**src/rtl/trd_params.svh**
```systemverilog
// Offsets, reset values and timing counts of the terminal run command decoder.
`ifndef TRD_PARAMS_SVH
`define TRD_PARAMS_SVH
`define TRD_ADDR_MODE        8'h00
`define TRD_ADDR_RATE        8'h01
`define TRD_ADDR_DELAY_BASE  8'h02
`define TRD_ADDR_DELAY_LAST  8'h0B
`define TRD_ADDR_POL_LO      8'h0C
`define TRD_ADDR_POL_HI      8'h0D
`define TRD_ADDR_FILT_TIME   8'h0E
`define TRD_ADDR_RESOL       8'h0F
`define TRD_ADDR_LEVELS      8'h10
`define TRD_ADDR_RUN         8'h11
`define TRD_ADDR_FREQ_LO     8'h12
`define TRD_ADDR_FREQ_HI     8'h13
`define TRD_MODE_TWO_1       2'h0
`define TRD_MODE_TWO_2       2'h1
`define TRD_MODE_THREE_1     2'h2
`define TRD_MODE_THREE_2     2'h3
`define TRD_RST_MODE         16'h0000
`define TRD_RST_RATE         16'h03E8
`define TRD_RST_DELAY        16'h0000
`define TRD_RST_POL          16'h0000
`define TRD_RST_FILT_TIME    16'h000A
`define TRD_RST_RESOL        16'h0002
`define TRD_RESOL_TWO_DEC    16'h0001
`define TRD_FILT_MAX_MS      11'h3E8
`define TRD_CLK_PERIOD_NS    5
`define TRD_MS_TIME_NS       1000000
`define TRD_MS_CYCLES        (`TRD_MS_TIME_NS / `TRD_CLK_PERIOD_NS)
`define TRD_TENTH_MS         7'h64
`define TRD_UHZ_PER_MHZ      32'h0000_03E8
`define TRD_FREQ_MAX_MHZ     32'h000A_0000
`endif

```
**src/rtl/trd_pkg.sv**
```systemverilog
// Types shared by the terminal run command decoder.
package trd_pkg;
  localparam int NUM_IN  = 10;
  localparam int NUM_DLY = 5;

  typedef struct packed {
    logic        wr;
    logic        rd;
    logic [7:0]  addr;
    logic [15:0] wdata;
  } trd_bus_req_s;

  typedef struct packed {
    logic [NUM_IN-1:0]             sync1;
    logic [NUM_IN-1:0]             sync2;
    logic [NUM_IN-1:0]             sync3;
    logic [NUM_IN-1:0]             filt;
    logic [NUM_IN-1:0][10:0]       fcnt;
    logic [NUM_DLY-1:0]            dly;
    logic [NUM_DLY-1:0][15:0]      dcnt;
    logic [23:0]                   ms_cnt;
    logic [6:0]                    tenth_cnt;
    logic                          ms_tick;
    logic                          tenth_tick;
    logic [NUM_IN-1:0]             prev_act;
    logic                          run_fwd;
    logic                          run_rev;
    logic                          latch_run;
    logic                          latch_rev;
    logic [31:0]                   acc;
    logic [19:0]                   freq;
    logic [15:0]                   mode;
    logic [15:0]                   rate;
    logic [2*NUM_DLY-1:0][15:0]    delay;
    logic [15:0]                   pol_lo;
    logic [15:0]                   pol_hi;
    logic [15:0]                   filt_time;
    logic [15:0]                   resol;
    logic [15:0]                   rdata;
  } trd_state_s;
endpackage

```
**src/rtl/trd_run_decoder.sv**
```systemverilog
// Terminal run command decoder with filtering, polarity, delays and UP/DOWN ramp.
//
// Functional notes
// - Mode 1: input one is run enable, input two selects direction.
// - Mode 1: enabled gives forward, or reverse with direction active; else stop.
// - Mode 2: input three enables; inputs one and two give forward and reverse.
// - Mode 2: presses latch forward or reverse; the latest press wins, and input one wins a tie.
// - Three-wire modes: enable going inactive clears the latch and stops at once.
// - Mode 3: input three enables, input one runs, input two is direction level.
// - Mode 3: run press starts; direction follows the direction level.
// - Enable must stay held; a press acts on its turn-on edge, not release.
// - UP/DOWN ramps the frequency at the set rate per second, default 1 Hz/s.
// - With two-decimal resolution the rate unit becomes 0.01 Hz/s.
// - Inputs one to five delay rises by ON delay, falls by OFF delay.
// - Polarity is decimal digits, units digit lowest input, two groups of five.
// - Digit 0: closed to common return is inactive, open is active.
// - Digit 1: closed to common return is active, open is inactive.
// - Mode 0: only input one gives forward, only input two reverse, else stop.
// - Every input is debounced, filter time 0 to 1 s, default 10 ms.
//
// The placing of the registers and the plain strobed port were decided locally.
`timescale 1ns/1ps
`include "trd_params.svh"

module trd_run_decoder #(
  parameter int MS_CYCLES = `TRD_MS_CYCLES
) (
  input  wire logic                  ref_clk_in,
  input  wire logic                  nrst_in,
  input  wire logic [9:0]            term_closed_in,
  input  wire trd_pkg::trd_bus_req_s bus_req_in,
  output logic [15:0]                bus_rdata_out,
  output logic                       forward_run_out,
  output logic                       reverse_run_out,
  output logic [19:0]                freq_setting_out
);

  trd_pkg::trd_state_s r;
  trd_pkg::trd_state_s n;

  logic [9:0]  pol;
  logic [9:0]  act;
  logic [9:0]  rise;
  logic [10:0] filt_lim;
  logic [15:0] dly_lim;
  logic [31:0] step;
  logic [31:0] max_acc;
  logic        enable;

  function automatic logic [15:0] pow10(input int k);
    case (k)
      0:       pow10 = 16'h0001;
      1:       pow10 = 16'h000A;
      2:       pow10 = 16'h0064;
      3:       pow10 = 16'h03E8;
      default: pow10 = 16'h2710;
    endcase
  endfunction

  // Returns whether polarity digit k of a decimal-coded group is nonzero.
  function automatic logic digit_set(input logic [15:0] v, input int k);
    logic [15:0] q;
    q = v / pow10(k);
    digit_set = ((q % 16'h000A) != 16'h0000);
  endfunction

  always_comb begin
    n            = r;
    n.ms_tick    = 1'b0;
    n.tenth_tick = 1'b0;
    n.rdata      = 16'h0000;
    pol          = 10'h000;
    act          = 10'h000;
    rise         = 10'h000;
    dly_lim      = 16'h0000;
    step         = 32'h0000_0000;
    max_acc      = `TRD_FREQ_MAX_MHZ * `TRD_UHZ_PER_MHZ;
    enable       = 1'b0;

    // Millisecond and tenth-second ticks form the single time base.
    if (r.ms_cnt >= 24'(MS_CYCLES - 1)) begin
      n.ms_cnt  = 24'h000000;
      n.ms_tick = 1'b1;
      if (r.tenth_cnt >= `TRD_TENTH_MS - 7'h01) begin
        n.tenth_cnt  = 7'h00;
        n.tenth_tick = 1'b1;
      end else begin
        n.tenth_cnt = r.tenth_cnt + 7'h01;
      end
    end else begin
      n.ms_cnt = r.ms_cnt + 24'h000001;
    end

    // Three-stage synchroniser on every terminal.
    n.sync1 = term_closed_in;
    n.sync2 = r.sync1;
    n.sync3 = r.sync2;

    filt_lim = (r.filt_time > 16'(`TRD_FILT_MAX_MS)) ? `TRD_FILT_MAX_MS : r.filt_time[10:0];
    for (int i = 0; i < 10; i++) begin
      // A change is taken once it has stood for the filter time.
      if (r.sync3[i] == r.filt[i]) begin
        n.fcnt[i] = 11'h000;
      end else if (r.sync2[i] == r.sync3[i]) begin
        if (r.fcnt[i] >= filt_lim) begin
          n.filt[i] = r.sync3[i];
          n.fcnt[i] = 11'h000;
        end else if (r.ms_tick) begin
          n.fcnt[i] = r.fcnt[i] + 11'h001;
        end
      end
      // Polarity correction follows the filter.
      if (digit_set(i < 5 ? r.pol_lo : r.pol_hi, i % 5)) begin
        pol[i] = r.filt[i];
      end else begin
        pol[i] = ~r.filt[i];
      end
    end

    for (int i = 0; i < 5; i++) begin
      // Rising changes wait the ON delay, falling ones the OFF delay.
      dly_lim = pol[i] ? r.delay[2*i] : r.delay[2*i+1];
      if (pol[i] == r.dly[i]) begin
        n.dcnt[i] = 16'h0000;
      end else if (r.dcnt[i] >= dly_lim) begin
        n.dly[i]  = pol[i];
        n.dcnt[i] = 16'h0000;
      end else if (r.tenth_tick) begin
        n.dcnt[i] = r.dcnt[i] + 16'h0001;
      end
    end

    act        = {pol[9:5], r.dly};
    rise       = act & ~r.prev_act;
    n.prev_act = act;

    case (r.mode[1:0])
      `TRD_MODE_TWO_1: begin
        n.run_fwd   = act[0] & ~act[1];
        n.run_rev   = act[1] & ~act[0];
        n.latch_run = 1'b0;
        n.latch_rev = 1'b0;
      end
      `TRD_MODE_TWO_2: begin
        n.run_fwd   = act[0] & ~act[1];
        n.run_rev   = act[0] & act[1];
        n.latch_run = 1'b0;
        n.latch_rev = 1'b0;
      end
      `TRD_MODE_THREE_1: begin
        enable = act[2];
        if (!enable) begin
          n.latch_run = 1'b0;
        end else if (rise[0]) begin
          n.latch_run = 1'b1;
          n.latch_rev = 1'b0;
        end else if (rise[1]) begin
          n.latch_run = 1'b1;
          n.latch_rev = 1'b1;
        end
        n.run_fwd = n.latch_run & ~n.latch_rev;
        n.run_rev = n.latch_run & n.latch_rev;
      end
      `TRD_MODE_THREE_2: begin
        enable = act[2];
        if (!enable) begin
          n.latch_run = 1'b0;
        end else if (rise[0]) begin
          n.latch_run = 1'b1;
        end
        n.latch_rev = act[1];
        n.run_fwd   = n.latch_run & ~act[1];
        n.run_rev   = n.latch_run & act[1];
      end
      default: begin
        n.run_fwd = 1'b0;
        n.run_rev = 1'b0;
      end
    endcase

    // Accumulator is in micro-hertz; each millisecond adds the rate in mHz/s.
    if (r.resol == `TRD_RESOL_TWO_DEC) begin
      step = 32'(r.rate) * 32'h0000_000A;
    end else begin
      step = 32'(r.rate);
    end
    if (r.ms_tick && (act[3] != act[4])) begin
      if (act[3]) begin
        n.acc = (max_acc - r.acc < step) ? max_acc : r.acc + step;
      end else begin
        n.acc = (r.acc < step) ? 32'h0000_0000 : r.acc - step;
      end
    end
    n.freq = 20'(n.acc / `TRD_UHZ_PER_MHZ);

    if (bus_req_in.wr) begin
      case (bus_req_in.addr)
        `TRD_ADDR_MODE:      n.mode      = bus_req_in.wdata;
        `TRD_ADDR_RATE:      n.rate      = bus_req_in.wdata;
        `TRD_ADDR_POL_LO:    n.pol_lo    = bus_req_in.wdata;
        `TRD_ADDR_POL_HI:    n.pol_hi    = bus_req_in.wdata;
        `TRD_ADDR_FILT_TIME: n.filt_time = bus_req_in.wdata;
        `TRD_ADDR_RESOL:     n.resol     = bus_req_in.wdata;
        default: begin
          if (bus_req_in.addr >= `TRD_ADDR_DELAY_BASE &&
              bus_req_in.addr <= `TRD_ADDR_DELAY_LAST) begin
            n.delay[4'(bus_req_in.addr - `TRD_ADDR_DELAY_BASE)] = bus_req_in.wdata;
          end
        end
      endcase
    end

    if (bus_req_in.rd) begin
      case (bus_req_in.addr)
        `TRD_ADDR_MODE:      n.rdata = r.mode;
        `TRD_ADDR_RATE:      n.rdata = r.rate;
        `TRD_ADDR_POL_LO:    n.rdata = r.pol_lo;
        `TRD_ADDR_POL_HI:    n.rdata = r.pol_hi;
        `TRD_ADDR_FILT_TIME: n.rdata = r.filt_time;
        `TRD_ADDR_RESOL:     n.rdata = r.resol;
        `TRD_ADDR_LEVELS:    n.rdata = {6'h00, act};
        `TRD_ADDR_RUN:       n.rdata = {14'h0000, r.run_rev, r.run_fwd};
        `TRD_ADDR_FREQ_LO:   n.rdata = r.freq[15:0];
        `TRD_ADDR_FREQ_HI:   n.rdata = {12'h000, r.freq[19:16]};
        default: begin
          if (bus_req_in.addr >= `TRD_ADDR_DELAY_BASE &&
              bus_req_in.addr <= `TRD_ADDR_DELAY_LAST) begin
            n.rdata = r.delay[4'(bus_req_in.addr - `TRD_ADDR_DELAY_BASE)];
          end else begin
            n.rdata = 16'h0000;
          end
        end
      endcase
    end
  end

  always_ff @(posedge ref_clk_in or negedge nrst_in) begin
    if (!nrst_in) begin
      r           <= '0;
      r.mode      <= `TRD_RST_MODE;
      r.rate      <= `TRD_RST_RATE;
      r.delay     <= {10{`TRD_RST_DELAY}};
      r.pol_lo    <= `TRD_RST_POL;
      r.pol_hi    <= `TRD_RST_POL;
      r.filt_time <= `TRD_RST_FILT_TIME;
      r.resol     <= `TRD_RST_RESOL;
    end else begin
      r <= n;
    end
  end

  assign bus_rdata_out    = r.rdata;
  assign forward_run_out  = r.run_fwd;
  assign reverse_run_out  = r.run_rev;
  assign freq_setting_out = r.freq;

endmodule // trd_run_decoder

```
**config.mk**
```make
export PLATFORM = sky130hd
export DESIGN_NAME = trd_run_decoder
export DESIGN_NICKNAME = d
export VERILOG_FILES = /design/src/rtl/trd_pkg.sv /design/src/rtl/trd_run_decoder.sv
export VERILOG_INCLUDE_DIRS = /design/src /design/src/rtl
export SDC_FILE = /design/constraint.sdc
export NUM_CORES = 2
export LEC_CHECK = 0
export ABC_CLOCK_PERIOD_IN_PS = 33700
export BUFFER_PORTS_ARGS = -buffer_cell sky130_fd_sc_hd__buf_2
export CAP_MARGIN = 20
export CELL_PAD_IN_SITES_DETAIL_PLACEMENT = 1
export CELL_PAD_IN_SITES_GLOBAL_PLACEMENT = 2
export CORE_ASPECT_RATIO = 2
export CORE_MARGIN = 5
export CORE_UTILIZATION = 44
export DETAILED_ROUTE_END_ITERATION = 10
export PLACE_DENSITY = 0.84
export SLEW_MARGIN = 0
export SYNTH_ARGS = -nofsm -noshare
export SYNTH_HDL_FRONTEND = slang
export SYNTH_SLANG_ARGS = --single-unit
```
**constraint.sdc**
```tcl
create_clock -name ref_clk_in -period 33.7 [get_ports ref_clk_in]
set_input_delay 5.055 -clock ref_clk_in [delete_from_list [all_inputs] [get_ports ref_clk_in]]
set_output_delay 5.055 -clock ref_clk_in [all_outputs]
set_load 0.005 [all_outputs]
```
# [Word level (Yosys, flattened, before mapping)]
# Index checks and enable logic that the tools add are counted.
[op_classes] addsub=21 mul=1 div_mod_pow=19 magnitude_cmp=24 eq_ne=39 shift=0 mux=98 bitwise=38 n_reduce_logical=73
[ops] op="2-to-1 mux 11 bit" count=41
[ops] op="2-to-1 mux 16 bit" count=24
[ops] op="bitwise mux 160 bit" count=1
[ops] op="remainder unit 16 x 4 -> 16 bit, second input constant" count=10
[ops] op="one-hot mux 16 bit (10 select lines)" count=1
[ops] op="nonzero test 16 bit" count=10
[ops] op="2-to-1 mux 32 bit" count=4
[ops] op="adder 11 x 1 -> 11 bit, second input constant" count=10
[ops] op="greater-or-equal comparator 11 bit" count=10
[ops] op="adder 16 x 1 -> 16 bit, second input constant" count=5
[ops] op="greater-or-equal comparator 16 bit" count=5
[ops] op="binary-select mux 16 bit (select 4 bit)" count=1
[ops] op="demux 16 bit (select 4 bit)" count=1
[ops] op="less-than comparator 32 bit" count=2
[ops] op="nonzero test 3 bit" count=15
[ops] op="AND reduction 2 bit" count=21
[ops] op="AND reduction 3 bit" count=11
[ops] op="adder 32 bit" count=1
[ops] op="divider 16 x 10 -> 16 bit, second input constant" count=2
[ops] op="divider 16 x 14 -> 16 bit, second input constant" count=2
[ops] op="divider 16 x 4 -> 16 bit, second input constant" count=2
[ops] op="divider 16 x 7 -> 16 bit, second input constant" count=2
[ops] op="divider 32 x 10 -> 32 bit, second input constant" count=1
[ops] op="equality test 8 x 4 -> 1 bit, second input constant" count=4
[ops] op="other kinds (35)" count=127
[word_totals] reg_bits=598 latch_bits=0 ramBits=0 rom_bits=0 inputBits=38 output_inout_bits=38 elab_cells=374 memories=0

# [Longest topological paths before layout]
[logic_depth] depth_word=9 ltp_mapped=93 depth_no_buf=86

# [Worst setup path before layout]
# No wires, ideal clock.
[synth_path] path_type="reg-to-reg" startpoint="register r[243] (netlist name)" endpoint="register r, in the netlist freq_setting_out[0]" setup_time_ns=0.076 t_arrival_ns=19.877 required_ns=33.624 slack_ns=13.747 stages_incl_launch_ff=87 n_path_buf=7 synth_period_minus_slack_ns=19.953 cell_sequence="dfstp_2 ha_1 ha_1 fa_1 a21o_1 a21oi_1 o21bai_1 a21oi_1 o21bai_1 a21oi_1 o21bai_1 a21oi_1 o21bai_1 a21oi_1 o21bai_1 a21oi_1 xnor2_1 nand2_1 [... 51 more ...] a31oi_4 buf_6 inv_4 mux2i_1 o211ai_2 a21oi_2 or3_1 a21oi_4 nand4_1 a311oi_4 nor3_1 o31a_1 nor2_2 mux2i_1 xor2_1 nor2_2 a21o_1 o21ai_1"
[synth_rtl] element="from (decl)" line_no="trd_run_decoder.sv:38" rtl="trd_pkg::trd_state_s r;"
[synth_rtl] element="from (signal assigned)" line_no="trd_run_decoder.sv:248" rtl="r <= n;"

==> flow_summary.ini <==
[run_status]
status = finished clean

[worst_setup_path]
cpMaxStageDelayCell = a21oi_1
slowest_delay_ps = 810
path_common_cell = a21oi_1
end_kind = flip-flop
cp_max_fo = 21
startpoint_type = flip-flop
cp.arrival_ps = 25170
crit_type = flip-flop to flip-flop
critPathRequiredTime_ps = 34260

[synthesis]
yosysMostFrequentCell = dfrtp_1
yosysSeqAreaShare = 0.288
synth_top_cell_area_share = 0.283
synth_ff_type = dfrtp_1
ys_seq_elements = 598
async_reset_ff_frac = 1.00
yosys_warnings = 0
synth_cells = 6095
yosys.area.top_type = dfrtp_1
synthTopCellsByArea = dfrtp_1 (28%), ha_1 (8.0%), mux2_2 (6.5%), o21ai_0 (4.2%), nor2_1 (4.0%)
yosysUniqueCellTypes = 137
yosys-top-cells-count = dfrtp_1 (589), nor2_1 (558), nand2_1 (513)
synth_edf_count = 0
syn_area_per_cell_um2 = 8.53
syn_area_um2 = 52000

[route]
via_per_inst = 6.28
antenna_left = 0
vias = 47698
routed_wl_mm = 184
drc_errors = 0
drt_iter0_markers = 2209
avgRoutedWirePerCell_um = 24.2
firstDrtPassIters = 5

[floorplanning]
start_util = 0.442
rows = 178
die_h_um = 496
core_um2 = 118000
die-area_um2 = 126000
io_pins = 76
die_w_um = 253

[global_route]
grt_antenna_before_repair = 10
grt_pass1_vias = 51021
grt_pass1_wl_mm = 287
track_usage = 0.286
grt_overflow_total = 0
grt_max_degree = 144

[clocking]
ctsHoldBuffers = 0
cts.path.max_buffers = 3
root_buffer = clkbuf_16
cts_sinks = 598
cts_tree = built
cts_setup_buffers = 0
clk_pin_slew_ps = 70
htree_num_levels = 2
cts_resized = 0
numCtsBuffers = 61
insertion_delay_ps = 730

[timing]
holdWs_ps = 342
clock_skew_ps = 62.5
tightest_slew_ps = 1170
rsz0062_at_grt = false
timing.fmax_mhz = 40.6
timing.final.crit_share = 0.730
slew_violations = 0
relSlewSlack = 0.222
fin_tns_setup_ps = 0
finalSetupViolCount = 0
min_period_ps = 24610
hold_viol = 0

[final_layout]
nFillCells = 13876
ff_latch_area_um2 = 15000
fin_nets = 6386
syn_to_final_growth_pct = 7.59
multiInputGateArea_um2 = 34900
drive_above_1_share = 0.128

[place]
hpwl_mm = 142
io_buffers = 75
place.gp.congestion = 0.947

[min_path]
hold_path.class = flip-flop to flip-flop

[job]
max_cap_viol_count = 0
layout make-up:
type	count	share of cell area
Sequential cell	598	0.268
Clock inverter	30	0.00695
Inverter	235	0.0159
Multi-Input combinational cell	4947	0.624
Clock buffer	86	0.0313
Timing Repair Buffer	168	0.0197
Tap cell	1530	0.0342
Antenna cell	6	0.000268
state kept, by name (all words and copies together), names as in the netlist:
name and flops:
bus_rdata_out 16, act 5, freq_setting_out 20, r 535, reverse_run_out 1, forward_run_out 1, n 20
logic make-up after synthesis:
kind of cell | synth area share
compound gates | 0.206
xor+xnor | 0.0598
fa+ha+maj | 0.0885
buf+inv | 0.0438
flops | 0.288
mux | 0.120
other cells | 0.000144
simple gates | 0.194
stage by stage:
step | cells | cell area (µm²) | worst slack (ps) | utilization
floorplan | 6109 | 52100 | 13750 | -
global placement | 7476 | 53800 | 9720 | 0.457
detailed placement | 7477 | 53800 | 9130 | 0.457
CTS | 7593 | 55900 | 9080 | 0.476
global route | 7595 | 55900 | 7350 | 0.476
finish | 7600 | 56000 | 9090 | 0.476
critical path, delay by kind of cell, from the launching register on:
kind            cells  cell delay (ps)
xor+xnor            3              610
compound gates     51            14700
simple gates       16             4750
buf+inv             6             1300
fa+ha+maj           4             1310
mux                 4             1150
flops               1              570
routing by layer:
metal | GRT usage | wire length (µm) | vias to the layer above | share of wire
met5 | 0 | 49 | - | 0.00027
met4 | 0.170 | 13100 | 8 | 0.071
met3 | 0.0291 | 5370 | 516 | 0.029
met2 | 0.563 | 101000 | 919 | 0.55
met1 | 0.282 | 64800 | 24181 | 0.35
li1 | - | - | 22074 | -
worst paths after layout:
kind	cells past startpoint	start	slack, ps	end
min in group asynchronous	1	nrst_in	4330	r[315]
worst min register to register	0	n[590]	340	n[580]
max in group asynchronous	4	nrst_in	26320	r[366]
worst min-delay path	0	n[590]	340	n[580]
worst max-delay path	84	r[243]	9090	freq_setting_out[0]
worst max register to register	84	r[243]	9090	freq_setting_out[0]
cell usage in the layout (no fill, tap or decap), types with 49 or more instances in the layout:
cell | netlist | routed
inv_1 | 208 | 208
clkbuf_16 | 0 | 61
nor2_1 | 558 | 555
o22ai_1 | 55 | 55
nand2b_1 | 127 | 127
nand4_1 | 85 | 85
buf_2 | 7 | 73
o211ai_1 | 49 | 49
dfrtp_1 | 589 | 589
ha_1 | 334 | 334
and3_1 | 87 | 87
and2_1 | 55 | 55
o31ai_1 | 78 | 77
xnor2_1 | 205 | 201
a21oi_1 | 364 | 364
a21o_1 | 55 | 55
nor3_1 | 155 | 153
nand3_1 | 182 | 182
nor2b_1 | 105 | 105
nand2_1 | 513 | 512
mux2_2 | 299 | 299
o21ai_0 | 433 | 433
buf_4 | 37 | 92
a31oi_1 | 56 | 55
xor2_1 | 148 | 146
mux2i_1 | 178 | 178
Power is left out: the tool's default activity adds up to more than one toggle a clock period on the data nets, which glitch-free logic cannot reach.
